**config.mk**
```make
export PLATFORM = sky130hd
export DESIGN_NAME = i2csf_status
export DESIGN_NICKNAME = d
export VERILOG_FILES = /design/src/common/i2csf_pkg.sv /design/src/i2csf_status.sv
export SDC_FILE = /design/constraint.sdc
export NUM_CORES = 1
export LEC_CHECK = 0
export BUFFER_PORTS_ARGS = -buffer_cell sky130_fd_sc_hd__buf_2
export CORE_MARGIN = 4
export CORE_UTILIZATION = 35
export CTS_CLUSTER_SIZE = 12
export DETAILED_ROUTE_END_ITERATION = 8
export PLACE_DENSITY = 0.64
export REMOVE_ABC_BUFFERS = 1
export SYNTH_ARGS = -nofsm -noshare
export SYNTH_HDL_FRONTEND = slang
export SYNTH_SLANG_ARGS = --single-unit
```
**constraint.sdc**
```tcl
create_clock -name clk_sys_i -period 4.6 [get_ports clk_sys_i]
set_clock_uncertainty 0.05 [all_clocks]
set_input_delay 0.92 -clock clk_sys_i [delete_from_list [all_inputs] [get_ports clk_sys_i]]
set_output_delay 0.92 -clock clk_sys_i [all_outputs]
set_load 0.1 [all_outputs]
```
**src/common/i2csf_pkg.sv**
```systemverilog
// Package of offsets, field positions and reset values for the status flag block
package i2csf_pkg;
    // ------------------------------------------------------------
    // Register indices (byte address is four times the index)
    // ------------------------------------------------------------
    localparam logic [3:0] IDX_STATUS  = 4'h3;
    localparam logic [3:0] IDX_DATA    = 4'h4;
    localparam logic [3:0] IDX_CTRL1   = 4'h2;
    localparam logic [3:0] IDX_CTRL2   = 4'h5;
    localparam logic [3:0] IDX_ADDR1   = 4'h1;
    localparam logic [3:0] IDX_RANGE   = 4'h6;
    localparam logic [3:0] IDX_SECOND  = 4'h7;
    localparam logic [3:0] IDX_OPTIONS = 4'h8;
    localparam logic [3:0] IDX_EVSTAT  = 4'h9;
    localparam logic [3:0] IDX_EVMASK  = 4'ha;
    // ------------------------------------------------------------
    // Status register field positions
    // ------------------------------------------------------------
    localparam int BIT_DONE   = 7;
    localparam int BIT_ADDRD  = 6;
    localparam int BIT_BUSY   = 5;
    localparam int BIT_ARBITRATION_LOST_FLAG   = 4;
    localparam int BIT_RANGE  = 3;
    localparam int BIT_DIR    = 2;
    localparam int BIT_IRQ    = 1;
    localparam int BIT_RXACK  = 0;
    // ------------------------------------------------------------
    // Options register field positions
    // ------------------------------------------------------------
    localparam int OPT_RANGE_MATCH_ENABLE   = 0;
    localparam int OPT_GCEN   = 1;
    localparam int OPT_SAEN   = 2;
    localparam int OPT_ALEN   = 3;
    localparam int OPT_FAST_ACK_ENABLE   = 4;
    localparam int OPT_START_STOP_IRQ_ENABLE   = 5;
    localparam int OPT_TX     = 6;
    localparam int OPT_ACKV   = 7;
    // ------------------------------------------------------------
    // Event register field positions and widths
    // ------------------------------------------------------------
    localparam int EV_ADDR    = 0;
    localparam int EV_DONE    = 1;
    localparam int EV_ARBITRATION_LOST_FLAG    = 2;
    localparam int EV_BUSY    = 3;
    localparam int EV_W       = 4;
    // ------------------------------------------------------------
    // Fixed addresses and reset values
    // ------------------------------------------------------------
    localparam logic [6:0] GENERAL_CALL_ADDR = 7'h00;
    localparam logic [6:0] ALERT_RESP_ADDR   = 7'h0c;
    localparam logic [7:0] STATUS_RESET      = 8'h80;
    localparam logic [7:0] BYTE_RESET        = 8'h00;
endpackage

```
**src/i2csf_status.sv**
```systemverilog
// Status flag logic of a two-wire bus controller with an Avalon-MM register slave
//
// Our own choice: the Avalon-MM interface to the registers.
`timescale 1ns/10ps

// Contract
// - Byte-done flag bit 7 sets when a byte transfer finishes.
// - Byte-done clears on data read in receive, data write in transmit.
// - Addressed flag sets on primary match or nonzero range match with range enabled.
// - Addressed also on enabled general call, second address, alert response.
// - Addressed when range enabled and address lies between primary and range.
// - Addressed flag is set before the address acknowledge bit.
// - Any control one write clears addressed and range-match flags; here only with byte lane 0, and a same-cycle match wins.
// - Busy flag sets on START, clears on STOP, any mode.
// - Arbitration-lost sets on loss, clears only by writing one.
// - Range-match flag sets on nonzero range equal or in-range address.
// - Direction bit shows received read/write bit when addressed.
// - Interrupt-pending flag sets on events, stays until written one.
// - Byte-done interrupt after ack with fast ack off, before with on.
// - Software writes ack control in receive; device sends ACK or NACK.
// - Interrupt also on address match, arbitration loss, timeouts, start/stop; timeouts set the pending flag only, never irq_o.
// - Received-ack bit 0 shows acknowledge after a transmitted byte.
module i2csf_status
(
    input  wire logic        clk_sys_i,
    input  wire logic        arst_n_i,
    input  wire logic        clk_en_i,
    input  wire logic [3:0]  avs_address_i,
    input  wire logic        avs_read_i,
    input  wire logic        avs_write_i,
    input  wire logic [31:0] avs_writedata_i,
    input  wire logic [3:0]  avs_byteenable_i,
    output logic      [31:0] avs_readdata_o,
    output logic             avs_waitrequest_o,
    input  wire logic        addr_valid_i,
    input  wire logic [6:0]  addr_rx_i,
    input  wire logic        addr_rw_i,
    input  wire logic        byte_end_i,
    input  wire logic        ack_end_i,
    input  wire logic        ack_seen_i,
    input  wire logic        arb_lost_i,
    input  wire logic        start_det_i,
    input  wire logic        stop_det_i,
    input  wire logic        timeout_i,
    input  wire logic        start_stop_flag_i,
    input  wire logic        slave_rx_i,
    output logic             ack_drive_o,
    output logic             ack_value_o,
    output logic             irq_o
);
    // ------------------------------------------------------------
    // Reset release and local state
    // ------------------------------------------------------------
    logic [1:0] rst_sync_r;
    logic       rst_n;
    logic [7:0] status_r;
    logic [7:0] options_r;
    logic [6:0] primary_slave_address_r;
    logic [6:0] range_slave_address_r;
    logic [6:0] second_address_r;
    logic [i2csf_pkg::EV_W-1:0] ev_stat_r;
    logic [i2csf_pkg::EV_W-1:0] ev_mask_r;
    logic       rd_ack_r;
    logic [31:0] rdata_r;

    // Two-flop release so deassertion never lands mid-setup
    always_ff @(posedge clk_sys_i or negedge arst_n_i)
    begin
        if (!arst_n_i)
            rst_sync_r <= 2'h0;
        else
            rst_sync_r <= {rst_sync_r[0], 1'b1};
    end
    assign rst_n = rst_sync_r[1];

    // ------------------------------------------------------------
    // Bus decode
    // ------------------------------------------------------------
    logic acc_en;
    logic wr_go;
    logic rd_go;
    logic wr_lane0;
    logic [7:0] wbyte;
    logic range_en;
    logic tx_mode;
    logic fast_ack;

    // Reads take one wait cycle; writes complete at once
    assign acc_en   = clk_en_i && rst_n;
    assign wr_go    = acc_en && avs_write_i;
    assign rd_go    = acc_en && avs_read_i && rd_ack_r;
    assign wr_lane0 = wr_go && avs_byteenable_i[0];
    assign wbyte    = avs_writedata_i[7:0];
    assign avs_waitrequest_o = avs_read_i && !rd_ack_r;
    assign range_en = options_r[i2csf_pkg::OPT_RANGE_MATCH_ENABLE];
    assign tx_mode  = options_r[i2csf_pkg::OPT_TX];
    assign fast_ack = options_r[i2csf_pkg::OPT_FAST_ACK_ENABLE];

    // ------------------------------------------------------------
    // Address match
    // ------------------------------------------------------------
    logic prim_hit;
    logic range_eq;
    logic range_in;
    logic range_hit;
    logic other_hit;
    logic addr_hit;
    logic [6:0] lo_addr;
    logic [6:0] hi_addr;

    // Range bounds ordered so either register may hold the lower value
    always_comb
    begin
        if (primary_slave_address_r <= range_slave_address_r)
        begin
            lo_addr = primary_slave_address_r;
            hi_addr = range_slave_address_r;
        end
        else
        begin
            lo_addr = range_slave_address_r;
            hi_addr = primary_slave_address_r;
        end
    end

    // Match terms, all combinational so the flag rises before the ack slot
    assign prim_hit  = addr_rx_i == primary_slave_address_r;
    assign range_eq  = (range_slave_address_r != 7'h00)
                       && (addr_rx_i == range_slave_address_r);
    assign range_in  = (addr_rx_i != 7'h00) && (addr_rx_i >= lo_addr)
                       && (addr_rx_i <= hi_addr);
    assign range_hit = range_en && (range_eq || range_in);
    assign other_hit = (options_r[i2csf_pkg::OPT_GCEN]
                        && addr_rx_i == i2csf_pkg::GENERAL_CALL_ADDR)
                    || (options_r[i2csf_pkg::OPT_SAEN] && addr_rx_i == second_address_r)
                    || (options_r[i2csf_pkg::OPT_ALEN]
                        && addr_rx_i == i2csf_pkg::ALERT_RESP_ADDR);
    assign addr_hit  = addr_valid_i && (prim_hit || range_hit || other_hit);

    // ------------------------------------------------------------
    // Status flags
    // ------------------------------------------------------------
    logic ctrl1_wr;
    logic data_rd;
    logic data_wr;
    logic status_wr;
    logic done_irq_ev;
    logic irq_set;

    assign ctrl1_wr  = wr_lane0 && avs_address_i == i2csf_pkg::IDX_CTRL1;
    assign status_wr = wr_lane0 && avs_address_i == i2csf_pkg::IDX_STATUS;
    assign data_wr   = wr_lane0 && avs_address_i == i2csf_pkg::IDX_DATA;
    assign data_rd   = rd_go && avs_address_i == i2csf_pkg::IDX_DATA;
    // Byte interrupt timing follows the fast ack option
    assign done_irq_ev = fast_ack ? byte_end_i : ack_end_i;
    assign irq_set   = done_irq_ev || addr_hit || arb_lost_i || timeout_i
                    || (options_r[i2csf_pkg::OPT_START_STOP_IRQ_ENABLE] && start_stop_flag_i);

    // Byte-done: set wins over a same-cycle clear
    always_ff @(posedge clk_sys_i or negedge arst_n_i)
    begin
        if (!arst_n_i)
            status_r[i2csf_pkg::BIT_DONE] <= i2csf_pkg::STATUS_RESET[i2csf_pkg::BIT_DONE];
        else if (acc_en)
        begin
            if (ack_end_i || byte_end_i)
                status_r[i2csf_pkg::BIT_DONE] <= ack_end_i;
            else if ((data_rd && !tx_mode) || (data_wr && tx_mode))
                status_r[i2csf_pkg::BIT_DONE] <= 1'b0;
        end
    end

    // Addressed and range-match flags, cleared by a control one write with byte lane 0 unless a same-cycle match sets them
    always_ff @(posedge clk_sys_i or negedge arst_n_i)
    begin
        if (!arst_n_i)
        begin
            status_r[i2csf_pkg::BIT_ADDRD] <= 1'b0;
            status_r[i2csf_pkg::BIT_RANGE] <= 1'b0;
            status_r[i2csf_pkg::BIT_DIR]   <= 1'b0;
        end
        else if (acc_en)
        begin
            if (addr_hit)
            begin
                status_r[i2csf_pkg::BIT_ADDRD] <= 1'b1;
                status_r[i2csf_pkg::BIT_DIR]   <= addr_rw_i;
            end
            else if (ctrl1_wr)
                status_r[i2csf_pkg::BIT_ADDRD] <= 1'b0;
            if (addr_valid_i && range_hit)
                status_r[i2csf_pkg::BIT_RANGE] <= 1'b1;
            else if (ctrl1_wr)
                status_r[i2csf_pkg::BIT_RANGE] <= 1'b0;
        end
    end

    // Busy, arbitration, interrupt and ack flags
    always_ff @(posedge clk_sys_i or negedge arst_n_i)
    begin
        if (!arst_n_i)
        begin
            status_r[i2csf_pkg::BIT_BUSY]  <= 1'b0;
            status_r[i2csf_pkg::BIT_ARBITRATION_LOST_FLAG]  <= 1'b0;
            status_r[i2csf_pkg::BIT_IRQ]   <= 1'b0;
            status_r[i2csf_pkg::BIT_RXACK] <= 1'b0;
        end
        else if (acc_en)
        begin
            if (start_det_i)
                status_r[i2csf_pkg::BIT_BUSY] <= 1'b1;
            else if (stop_det_i)
                status_r[i2csf_pkg::BIT_BUSY] <= 1'b0;
            if (arb_lost_i)
                status_r[i2csf_pkg::BIT_ARBITRATION_LOST_FLAG] <= 1'b1;
            else if (status_wr && wbyte[i2csf_pkg::BIT_ARBITRATION_LOST_FLAG])
                status_r[i2csf_pkg::BIT_ARBITRATION_LOST_FLAG] <= 1'b0;
            if (irq_set)
                status_r[i2csf_pkg::BIT_IRQ] <= 1'b1;
            else if (status_wr && wbyte[i2csf_pkg::BIT_IRQ])
                status_r[i2csf_pkg::BIT_IRQ] <= 1'b0;
            if (ack_end_i && tx_mode)
                status_r[i2csf_pkg::BIT_RXACK] <= !ack_seen_i;
        end
    end

    // ------------------------------------------------------------
    // Configuration registers
    // ------------------------------------------------------------
    always_ff @(posedge clk_sys_i or negedge arst_n_i)
    begin
        if (!arst_n_i)
        begin
            options_r               <= i2csf_pkg::BYTE_RESET;
            primary_slave_address_r <= 7'h00;
            range_slave_address_r   <= 7'h00;
            second_address_r        <= 7'h00;
            ev_mask_r               <= '0;
        end
        else if (wr_lane0)
        begin
            unique case (avs_address_i)
                i2csf_pkg::IDX_OPTIONS: options_r               <= wbyte;
                i2csf_pkg::IDX_ADDR1:   primary_slave_address_r <= wbyte[7:1];
                i2csf_pkg::IDX_RANGE:   range_slave_address_r   <= wbyte[7:1];
                i2csf_pkg::IDX_SECOND:  second_address_r        <= wbyte[7:1];
                i2csf_pkg::IDX_EVMASK:  ev_mask_r <= wbyte[i2csf_pkg::EV_W-1:0];
                default:                ;
            endcase
        end
    end

    // ------------------------------------------------------------
    // Event interrupt status, write one to clear, set wins
    // ------------------------------------------------------------
    logic [i2csf_pkg::EV_W-1:0] ev_in;
    logic evstat_wr;

    assign ev_in = {start_det_i || stop_det_i, arb_lost_i, done_irq_ev, addr_hit};
    assign evstat_wr = wr_lane0 && avs_address_i == i2csf_pkg::IDX_EVSTAT;

    generate
        for (genvar g = 0; g < i2csf_pkg::EV_W; g++)
        begin : g_ev
            always_ff @(posedge clk_sys_i or negedge arst_n_i)
            begin
                if (!arst_n_i)
                    ev_stat_r[g] <= 1'b0;
                else if (acc_en)
                begin
                    if (ev_in[g])
                        ev_stat_r[g] <= 1'b1;
                    else if (evstat_wr && wbyte[g])
                        ev_stat_r[g] <= 1'b0;
                end
            end
        end
    endgenerate

    // Level interrupt while any unmasked event is pending
    assign irq_o = |(ev_stat_r & ev_mask_r);

    // Ack drive in receive mode uses the software ack value
    assign ack_drive_o = slave_rx_i && !tx_mode;
    assign ack_value_o = options_r[i2csf_pkg::OPT_ACKV];

    // ------------------------------------------------------------
    // Read path, one wait state so data come from a flop
    // ------------------------------------------------------------
    logic [7:0] rmux;

    // Status read returns live flags; a data write in transmit mode clears byte-done
    always_comb
    begin
        rmux = 8'h00;
        unique case (avs_address_i)
            i2csf_pkg::IDX_STATUS:  rmux = status_r;
            i2csf_pkg::IDX_OPTIONS: rmux = options_r;
            i2csf_pkg::IDX_ADDR1:   rmux = {primary_slave_address_r, 1'b0};
            i2csf_pkg::IDX_RANGE:   rmux = {range_slave_address_r, 1'b0};
            i2csf_pkg::IDX_SECOND:  rmux = {second_address_r, 1'b0};
            i2csf_pkg::IDX_EVSTAT:  rmux = {4'h0, ev_stat_r};
            i2csf_pkg::IDX_EVMASK:  rmux = {4'h0, ev_mask_r};
            default:                rmux = 8'h00;
        endcase
    end

    always_ff @(posedge clk_sys_i or negedge arst_n_i)
    begin
        if (!arst_n_i)
        begin
            rd_ack_r <= 1'b0;
            rdata_r  <= 32'h0;
        end
        else if (acc_en)
        begin
            rd_ack_r <= avs_read_i && !rd_ack_r;
            rdata_r  <= {24'h0, rmux};
        end
    end
    assign avs_readdata_o = rdata_r;

    // ------------------------------------------------------------
    // Checks
    // ------------------------------------------------------------
    a_busy_start: assert property (@(posedge clk_sys_i) disable iff (!rst_n)
        clk_en_i && start_det_i |=> status_r[i2csf_pkg::BIT_BUSY])
        else $error("busy not set after start");
    a_busy_stop: assert property (@(posedge clk_sys_i) disable iff (!rst_n)
        clk_en_i && stop_det_i && !start_det_i |=> !status_r[i2csf_pkg::BIT_BUSY])
        else $error("busy not cleared after stop");
    a_arbitration_lost_flag_hold: assert property (@(posedge clk_sys_i) disable iff (!rst_n)
        $fell(status_r[i2csf_pkg::BIT_ARBITRATION_LOST_FLAG]) |-> $past(status_wr && wbyte[4]))
        else $error("arbitration flag cleared without write one");
    a_arbitration_lost_flag_set: assert property (@(posedge clk_sys_i) disable iff (!rst_n)
        clk_en_i && arb_lost_i |=> status_r[i2csf_pkg::BIT_ARBITRATION_LOST_FLAG] && status_r[1])
        else $error("arbitration loss not flagged");
    a_addr_set: assert property (@(posedge clk_sys_i) disable iff (!rst_n)
        clk_en_i && addr_hit |=> status_r[i2csf_pkg::BIT_ADDRD]
        && status_r[i2csf_pkg::BIT_DIR] == $past(addr_rw_i))
        else $error("addressed flag or direction wrong");
    a_ctrl_clear: assert property (@(posedge clk_sys_i) disable iff (!rst_n)
        ctrl1_wr && !addr_valid_i |=> !status_r[6] && !status_r[3])
        else $error("control one write did not clear flags");
    a_irq_hold: assert property (@(posedge clk_sys_i) disable iff (!rst_n)
        $fell(status_r[i2csf_pkg::BIT_IRQ]) |-> $past(status_wr && wbyte[1]))
        else $error("interrupt flag cleared without write one");
    a_done_clear: assert property (@(posedge clk_sys_i) disable iff (!rst_n)
        data_wr && tx_mode && !byte_end_i && !ack_end_i |=> !status_r[7])
        else $error("byte done not cleared by transmit write");
    a_fast_irq: assert property (@(posedge clk_sys_i) disable iff (!rst_n)
        clk_en_i && fast_ack && byte_end_i |=> status_r[i2csf_pkg::BIT_IRQ])
        else $error("fast ack interrupt missing");
    a_read_wait: assert property (@(posedge clk_sys_i) disable iff (!rst_n)
        avs_read_i && clk_en_i && !rd_ack_r |=> !avs_waitrequest_o || !avs_read_i)
        else $error("read not answered in one cycle");

    c_addressed: cover property (@(posedge clk_sys_i) disable iff (!rst_n) addr_hit);
    c_range: cover property (@(posedge clk_sys_i) disable iff (!rst_n)
        addr_valid_i && range_in && !prim_hit);
    c_arb_irq: cover property (@(posedge clk_sys_i) disable iff (!rst_n) arb_lost_i ##1 irq_o);
    c_busy_cycle: cover property (@(posedge clk_sys_i) disable iff (!rst_n)
        start_det_i ##[1:20] stop_det_i);
endmodule
```
# After elaboration in Yosys (flattened, before gate mapping)
# Cells that the tools add are included.
# W data, S select, Z words.
op_classes:
  n_lt_le_gt_ge: 3
  n_eq_ne: 13
  muxes: 23
  bitwise: 1
  reduce_logical: 77
ops:
  columns: ["op", "n"]
  rows:
  - ["$pmux W8 S7", 1]
  - ["$reduce_and A2 Y1", 17]
  - ["$logic_and A1 B1 Y1", 31]
  - ["$eq A7 B7 Y1", 3]
  - ["$mux W1", 20]
  - ["$reduce_bool A2 Y1", 10]
  - ["$le A7 B7 Y1", 2]
  - ["$mux W7", 2]
  - ["$reduce_bool A7 Y1", 2]
  - ["$eq A4 B3 Y1 const B", 3]
  - ["$eq A4 B4 Y1 const B", 3]
  - ["$logic_or A1 B1 Y1", 12]
  - ["$eq A4 B2 Y1 const B", 2]
  - ["$eq A7 B4 Y1 const B", 1]
  - ["$ge A7 B7 Y1", 1]
  - ["$logic_not A7 Y1", 1]
  - ["$and A4 B4 Y4", 1]
  - ["$eq A4 B1 Y1 const B", 1]
  - ["$reduce_or A4 Y1", 1]
  - ["$logic_not A1 Y1", 3]
word_totals:
  register_bits: 56
  inputBits: 63
  elab_cells: 137

# Logic depth before layout (Yosys ltp)
# Gate-level depths: netlist of the first run.
logic_depth:
  depth_word: 16
  mapped_depth: 16

# Least setup slack after synthesis of the first run
# Ideal clock, no wire load.
synth_timing:
  path_type: "reg-to-reg"
  from: "register range_slave_address_r[4]"
  to: "register status_r[2]"
  arrival_ps: 3498
  required_time_ps: 4425
  setup_slack_ps: 926
  path_stages_with_launch: 17
  cell_sequence: "dfrtp_1 > inv_1 > ha_1 > a21oi_1 > nor2b_1 > o21ai_0 > o21ai_0 > o22ai_1 > buf_2 > mux2i_1 > ha_1 > a21o_1 > a221o_1 > a31oi_1 > a211oi_2 > nor3_4 > mux2_4"
synth_between:
  elab_chain_cells: 11
  word_cells_on_any_way: 16
synth_lines:
  columns: ["element", "line_no", "rtl"]
  rows:
  - ["start: declaration", "i2csf_status.sv:59", "logic [6:0] range_slave_address_r;"]
  - ["start signal: assignment", "i2csf_status.sv:245", "i2csf_pkg::IDX_RANGE: range_slave_address_r <= wbyte[7:1];"]
  - ["$le A7 B7 Y1", "i2csf_status.sv:114", "if (primary_slave_address_r <= range_slave_address_r)"]
  - ["$mux W7", "i2csf_status.sv:114", null]
  - ["$ge A7 B7 Y1", "i2csf_status.sv:130", "assign range_in = (addr_rx_i != 7'h00) && (addr_rx_i >= lo_addr)"]
  - ["$logic_and A1 B1 Y1", "i2csf_status.sv:130", null]
  - ["$logic_and A1 B1 Y1", "i2csf_status.sv:131", "&& (addr_rx_i <= hi_addr);"]
  - ["$logic_or A1 B1 Y1 *", "i2csf_status.sv:132", "assign range_hit = range_en && (range_eq || range_in);"]
  - ["$logic_and A1 B1 Y1 *", "i2csf_status.sv:132", null]
  - ["$logic_or A1 B1 Y1 * (2 in series)", "i2csf_status.sv:138", "assign addr_hit = addr_valid_i && (prim_hit || range_hit || other_hit);"]
  - ["$logic_and A1 B1 Y1 *", "i2csf_status.sv:138", null]
  - ["$reduce_and A2 Y1 (no line) *", null, null]
  - ["end signal: indexed assignment", "i2csf_status.sv:187", "status_r[i2csf_pkg::BIT_DIR] <= addr_rw_i;"]
  - ["end: declaration", "i2csf_status.sv:56", "logic [7:0] status_r;"]
# Every way passes the cells marked *; elsewhere a longest branch is shown, timed or not.
# A chain may end at the register's enable or synchronous reset.

# Worst setup path after layout of the first run
layout_timing:
  from: "register range_slave_address_r[1]"
  to: "register status_r[2]"
# Same word-level chain as after synthesis.

==> results.ini, run 1 <==
[run_status]
status = finished, final reports clean

[placed_design]
gp_congestion = 0.864
portBuffers = 47
place_area_um2 = 4000
dpl.hpwl_um = 7420

[drt]
drt_iter0_drc = 210
wl_um = 9520
vias_per_cell = 5.34
firstDrtPassIters = 4
wl_per_cell_um = 17.5
vias = 2913
ant_nets = 0
drc = 0

[timing]
setup_violations = 0
max_slew_margin = 0.391
worst_slew_pin_slew_ns = 0.907
hold_viol_final = 0
maxSlewViolCount = 0
fin_crit_ns = 3.96
fin_crit_sh = 0.861
holdWs_ns = 0.312
clock.fmax_mhz = 252
setup_tns_ns = 0
rsz0062_at_grt = no

[synthesis]
synth_edf_count = 0
synth_area_um2 = 3740
synthCells = 370
yosysTopAreaCellShare = 0.368
ys_warn_count = 0
yosys.area.top_type = dfrtp_1
ys_top_cells_by_area = dfrtp_1 37%, mux2_2 9.6%, ha_1 7.0%, buf_4 4.8%, mux2i_1 4.0%
async_flop_share = 1.00
synthFlopType = dfrtp_1
yosysUniqueCellTypes = 52
ys_seq_area_frac = 0.375
syn_avg_cell_area_um2 = 10.1
ys_seq_elements = 56

[pwr]
leakage_nw = 1.99
ir_worst_vdd_mv = 0.151
cellPowerDensity_nw_per_um2 = 311

[worst_setup_path]
worstPathArrival_ns = 4.12
r2r_start = range_slave_address_r[1]
end_kind = flop
crit_fanout = 14
r2r_setup_slack_ns = 0.64
start_kind = flop
cp.required_ns = 4.76
startpoint = range_slave_address_r[1]
path_class = flop to flop

[floorplan]
coreArea_um2 = 10400
start_util = 0.361
die_w_um = 111
ios = 99
die_area_um2 = 12400
rows = 37
fp.dieH_um = 111

[clock_tree]
ctsRootBufferMaster = clkbuf_8
insertion_delay_ns = 0.31
post_cts_buffers = 0
cts_resized = 0
clk_pin_slew_worst_paths_ns = 0.09
cts_buffer_depth = 2
cts_tree = done
cts.sinks = 56
cts_inserted_buffers = 5
cts_max_level = 2
ctsHoldBuffers = 0

[final_layout]
drive_gt1_frac = 0.240
layout.nets = 493
layout_common_cells = 55 x dfrtp_1, 47 x buf_2, 33 x nand2_1
n_antenna_cell = 0
syn2layout_area_growth_pct = 9.44
final_common_cell = dfrtp_1
nFillCells = 1031
design_area_um2 = 4090

[global_route]
grt_pass1_vias = 3002
grt_usage = 0.153
grt_max_degree = 57
grt_antenna_before_repair = 0
grt_overflow = 0
grt_first_pass_wirelength_um = 15600

[run]
cap_violations = 0

[worst_hold_path]
hp-class = flop to flop
min-delay-start = rst_sync_r[0]

flip-flops by register name, indices dropped and copies added, names as in the netlist:
register / flops
range_slave_address_r: 7
status_r: 8
rd_ack_r: 1
ev_stat_r: 4
second_address_r: 7
options_r: 8
rst_sync_r: 2
primary_slave_address_r: 7
ev_mask_r: 4
avs_readdata_o: 8
metrics by stage:
stage	power, mW	instances	setup WS, ns	util
finish	1.27	545	0.637	0.395
global route	1.34	545	0.395	0.395
CTS	1.28	545	0.642	0.395
detailed placement	0.989	538	0.653	0.385
global placement	0.978	538	0.748	0.385
floorplan	0.881	352	0.531	-
layer usage:
layer,part of all wire,global-route usage,vias to the layer above
met5,0,0,-
met3,0.060,0.0261,21
met4,0.023,0.0462,0
met2,0.48,0.253,104
li1,-,-,1381
met1,0.44,0.205,1407
power by group:
| part | switching [mW] | internal (mW) | total (mW) |
|---|---|---|---|
| Sequential | 0.0527 | 0.537 | 0.590 |
| Combinational | 0.275 | 0.117 | 0.391 |
| Clock | 0.158 | 0.135 | 0.292 |
synthesized netlist by cell type, types with 5 or more instances:
cell type and number:
dfrtp_1 55, nand2_1 33, mux2_2 32, buf_4 24
ha_1 21, o21ai_0 19, xnor2_1 17, mux2i_1 15
a22o_1 12, nor2b_1 12, a21oi_1 11, buf_2 11
inv_1 10, nor2_1 10, a22oi_1 9, nand3_1 7
nand4_1 7, clkbuf_1 6, nand2b_1 5
path summary, 6_finish.rpt:
check	end	cells past startpoint
max	status_r[2]	15
min	rst_sync_r[1]	0
max reg2reg	status_r[2]	15
min reg2reg	rst_sync_r[1]	0
max in group asynchronous	options_r[4]	2
min in group asynchronous	range_slave_address_r[1]	2
worst max-delay path, cell delays in order, from the launching register on:
cell and delay [ns]:
dfrtp_1 0.51, inv_1 0.10, ha_1 0.30, a21o_1 0.16, a21oi_1 0.21, o21ai_0 0.11, o22ai_1 0.13, buf_4 0.27
mux2i_1 0.24, ha_1 0.27, a21o_1 0.18, a221o_1 0.34, a31oi_1 0.18, a211oi_2 0.09, nor3_4 0.37, mux2_4 0.33
final cells by class:
type	instances	area, µm²	share of cell area
timing repair buffer	50	258	0.0630
multi-input combinational	286	2130	0.520
tap	136	170	0.0416
inverter	10	37.5	0.00917
clock buffer	7	96.3	0.0235
sequential	56	1400	0.343
logic make-up (layout without fill, tap and decap cells):
family / count (synthesis) / in the layout / share of synthesized area
and+or+nand+nor: 93 / 93 / 0.131
AOI/OAI and AO/OA: 79 / 79 / 0.156
DFF: 56 / 56 / 0.375
buffers and inverters: 51 / 67 / 0.0790
muxes: 48 / 48 / 0.141
adders and majority gates: 21 / 21 / 0.0703
xor gates and xnor gates: 20 / 20 / 0.0469
other: 2 / 25 / 0.00201
Note: power is estimated with default switching activity, not from simulation.
==> run 2: changes to the inputs <==
Settings changed: CELL_PAD_IN_SITES_DETAIL_PLACEMENT set to 0, CELL_PAD_IN_SITES_GLOBAL_PLACEMENT set to 1, CTS_CLUSTER_DIAMETER set to 60, PLACE_DENSITY 0.64 to 0.78.
==> run 2 against run 1 <==
Effect of this change: routed wire length fell by 0.38%; count of clock-buffer cells in the layout fell by 2; cell area rose by 0.37%; maximum frequency grew 1.1%.
==> results.ini, run 2 (synthesized netlist as in run 1, its figures left out) <==
[run_status]
status = finished, final reports clean

[drt]
drc = 0
wl_um = 9490
wl_per_cell_um = 17.4
vias = 2926
ant_nets = 0
drt_iter0_drc = 173
vias_per_cell = 5.36
firstDrtPassIters = 5

[final_layout]
layout_common_cells = 55 x dfrtp_1, 47 x buf_2, 33 x nand2_1
final_common_cell = dfrtp_1
syn2layout_area_growth_pct = 9.84
n_antenna_cell = 0
design_area_um2 = 4110
layout.nets = 493
nFillCells = 1061
drive_gt1_frac = 0.241

[worst_setup_path]
end_kind = flop
max_stage_delay_ns = 0.52
r2r_start = range_slave_address_r[1]
r2r_cells = 15
path_buf_inv = 2
r2r_setup_slack_ns = 0.68
path_depth = 15
r2r-end = status_r[2]
worstPathArrival_ns = 4.07
startpoint = range_slave_address_r[1]
cp_slowest_cell = dfrtp_1
cp_top_family = compound AO/OA/AOI/OAI gates
crit_end = status_r[2]
cp.required_ns = 4.75
path_class = flop to flop
crit_chain = inv_1 > ha_1 > a21o_1 > a21oi_1 > o21ai_0 > o22ai_1 > buf_4 > mux2i_1 > ha_1 > a21o_1 > a221o_1 > a31oi_1 > a211oi_2 > nor3_4 > mux2_4
start_kind = flop
crit_fanout = 14

[floorplan]
die_area_um2 = 12400
ios = 99
coreArea_um2 = 10400
start_util = 0.361
rows = 37
fp.dieH_um = 111
die_w_um = 111

[placed_design]
place_area_um2 = 4000
dpl.hpwl_um = 7410
portBuffers = 47
gp_congestion = 0.899

[timing]
worst_slew_pin_slew_ns = 0.874
hold_viol_final = 0
rsz0062_at_grt = no
holdWs_ns = 0.310
setup_violations = 0
maxSlewViolCount = 0
setup_tns_ns = 0
max_slew_margin = 0.413
clock.fmax_mhz = 255
fin_crit_sh = 0.852
fin_crit_ns = 3.92

[clock_tree]
cts_resized = 0
insertion_delay_ns = 0.31
cts.sinks = 56
cts_inserted_buffers = 5
cts_tree = done
post_cts_buffers = 0
ctsHoldBuffers = 0
ctsRootBufferMaster = clkbuf_8
cts_max_level = 2
cts_buffer_depth = 2
clk_pin_slew_worst_paths_ns = 0.10

[worst_hold_path]
hp-class = flop to flop

[global_route]
grt_overflow = 0
grt_antenna_before_repair = 0
grt_pass1_vias = 2901
grt_max_degree = 42
grt_usage = 0.151
grt_first_pass_wirelength_um = 15400

[pwr]
ir_worst_vdd_mv = 0.128
leakage_nw = 1.99
p_total_mw = 1.30
cellPowerDensity_nw_per_um2 = 318

[run]
cap_violations = 0

[run 2: cell types whose count changed in the layout (fill, tap and decap cells not counted), sizes merged]
cell      previous run  this run
bufinv               0         1
clkbuf               7         5
clkinvlp             0         1
clkinv               0         1
[run 2: worst min path at each step]
stage                              from            end  slack (ns)  cells after the start
after floorplan           rst_sync_r[0]  rst_sync_r[1]        0.28                      0
after global placement    rst_sync_r[0]  rst_sync_r[1]        0.28                      0
after detailed placement  rst_sync_r[0]  rst_sync_r[1]        0.29                      0
after CTS                 rst_sync_r[0]  rst_sync_r[1]        0.31                      0
after global routing      rst_sync_r[0]  rst_sync_r[1]        0.32                      0
final                     rst_sync_r[0]  rst_sync_r[1]        0.31                      0
[run 2: layout make-up]
type	count	area (µm²)	share of cell area
clock buffer	5	68.8	0.0168
inverter	10	37.5	0.00914
timing repair buffer	50	258	0.0628
clock inverter	3	42.5	0.0104
multi-input combinational	286	2130	0.518
sequential	56	1400	0.342
tap	136	170	0.0414
[run 2: metal layers]
layer / up-vias / GRT usage / share of wire
li1: 1380 / - / -
met1: 1431 / 0.210 / 0.45
met2: 103 / 0.245 / 0.47
met3: 12 / 0.0277 / 0.066
met4: 0 / 0.0381 / 0.012
met5: - / 0 / 0
[run 2: power by group]
group	switching [mW]	total, mW	leakage, nW	internal (mW)
combinational	0.274	0.390	1.23	0.116
clock	0.163	0.324	0.0541	0.161
sequential	0.0525	0.590	0.706	0.537
total	0.490	1.30	1.99	0.815
[run 2: stage by stage]
step	setup slack (ns)	cells	utilization
after floorplan	0.531	352	-
after global placement	0.749	538	0.385
after detailed placement	0.719	538	0.385
after CTS	0.698	546	0.396
after global routing	0.467	546	0.396
final	0.681	546	0.396
==> run 3: changes to the inputs <==
Settings changed: CORE_MARGIN 4 to not set.
==> run 3 against run 2 <==
Effect of this change: combinational power about the same; register-to-register slack got worse by 0.05 ns; clock power decreased by 15%; worst setup slack got worse by 0.051 ns; power decreased by 3.5%; critical path type unchanged; non-clock buffer count unchanged; die area decreased by 10%; sequential cell count unchanged; sequential power about the same; critical endpoint unchanged; via count about the same; core utilization about the same.
==> results.ini, run 3 (synthesized netlist as in run 1, its figures left out) <==
[run_status]
status = finished, final reports clean

[final_layout]
layout_common_cells = 55 x dfrtp_1, 47 x buf_2, 33 x nand2_1
post-route-util = 0.396
multiInputGateArea_um2 = 2130
layout.nets = 493
nFillCells = 1040
seqCellArea_um2 = 1400
drive_gt1_frac = 0.237
design_area_um2 = 4090
syn2layout_area_growth_pct = 9.27
final_common_cell = dfrtp_1
n_antenna_cell = 0

[placed_design]
dp_slack_ns = 0.662
dpl.hpwl_um = 7230
gp_congestion = 0.856
portBuffers = 47
place_area_um2 = 4000

[drt]
ant_nets = 0
vias = 2927
drt_iter0_drc = 179
firstDrtPassIters = 5
vias_per_cell = 5.36
drc = 0
wl_um = 9460
wl_per_cell_um = 17.3

[clock_tree]
cts_inserted_buffers = 5
cts_buffer_depth = 2
cts_max_level = 2
cts_resized = 0
cts_tree = done
ctsRootBufferMaster = clkbuf_8
ctsHoldBuffers = 0
post_cts_buffers = 0
cts.sinks = 56
insertion_delay_ns = 0.30
clk_pin_slew_worst_paths_ns = 0.09

[floorplan]
coreArea_um2 = 10300
die_w_um = 105
start_util = 0.362
rows = 37
die_area_um2 = 11100
ios = 99
fp.dieH_um = 105

[timing]
max_slew_margin = 0.358
clock.fmax_mhz = 252
worst_slack_ns = 0.631
fin_crit_ns = 3.97
setup_tns_ns = 0
fin_crit_sh = 0.863
maxSlewViolCount = 0
setup_violations = 0
rsz0062_at_grt = no
hold_viol_final = 0
worst_slew_pin_slew_ns = 0.956

[worst_setup_path]
cp_top_family = compound AO/OA/AOI/OAI gates
start_kind = flop
worstPathArrival_ns = 4.12
cp.required_ns = 4.75
cp_slowest_cell = dfrtp_1
crit_chain = inv_1 > ha_1 > a21o_1 > a21oi_1 > o21ai_0 > o22ai_1 > buf_4 > mux2i_1 > ha_1 > a21o_1 > a221o_1 > a31oi_1 > a211oi_2 > nor3_4 > mux2_4
crit_fanout = 14
path_buf_inv = 2
end_kind = flop
path_class = flop to flop
max_stage_delay_ns = 0.51

[global_route]
grt_usage = 0.174
use_met2 = 0.289
grt_overflow = 0
grt_use_met3 = 0.0272
grt-busiest-layer = met2
grt_antenna_before_repair = 0
grt_max_degree = 57
grt_first_pass_wirelength_um = 15200
grt_pass1_vias = 2861
grt_use_met1 = 0.241

[pwr]
ir_worst_vdd_mv = 0.131
leakage_nw = 1.99
cellPowerDensity_nw_per_um2 = 308
p_total_mw = 1.26

[run]
cap_violations = 0

[worst_hold_path]
hp-class = flop to flop

run 3: changes by cell type in the layout (fill, tap and decap cells not counted):
cell / before / now
bufinv_16: 1 / 0
clkbuf_1: 0 / 2
clkbuf_8: 5 / 6
clkinv_2: 1 / 0
clkinvlp_4: 1 / 0
run 3: path summary, 6_finish.rpt:
kind,startpoint,endpoint,slack (ns),depth (start not counted)
setup / recovery,range_slave_address_r[1],status_r[2],0.63,15
hold / removal,rst_sync_r[0],rst_sync_r[1],0.31,0
setup reg to reg,range_slave_address_r[1],status_r[2],0.63,15
hold reg to reg,rst_sync_r[0],rst_sync_r[1],0.31,0
max in group asynchronous,arst_n_i,range_slave_address_r[3],3.34,2
min in group asynchronous,arst_n_i,range_slave_address_r[1],0.68,2
run 3: stage by stage:
step                std cells  hold slack, ns
detailed placement        538           0.296
CTS                       546           0.319
global placement          538           0.282
finish                    546           0.313
floorplan                 352           0.281
global route              546           0.324
run 3: where the power goes:
part | switching [mW] | leakage, nW | total, mW | internal, mW
Clock | 0.153 | 0.0455 | 0.276 | 0.123
Sequential | 0.0527 | 0.706 | 0.590 | 0.537
Combinational | 0.276 | 1.23 | 0.393 | 0.117
Total | 0.481 | 1.99 | 1.26 | 0.778
run 3: layout make-up:
cell class / instances / area share
Sequential cell: 56 / 0.343
Timing Repair Buffer: 50 / 0.0631
Inverter: 10 / 0.00919
Clock buffer: 8 / 0.0221
Tap cell: 136 / 0.0417
Multi-Input combinational cell: 286 / 0.521
run 3: routing by layer:
metal,vias up,part of all wire
met3,8,0.054
met5,-,0
met4,0,0.0069
met1,1436,0.46
met2,114,0.48
li1,1369,-
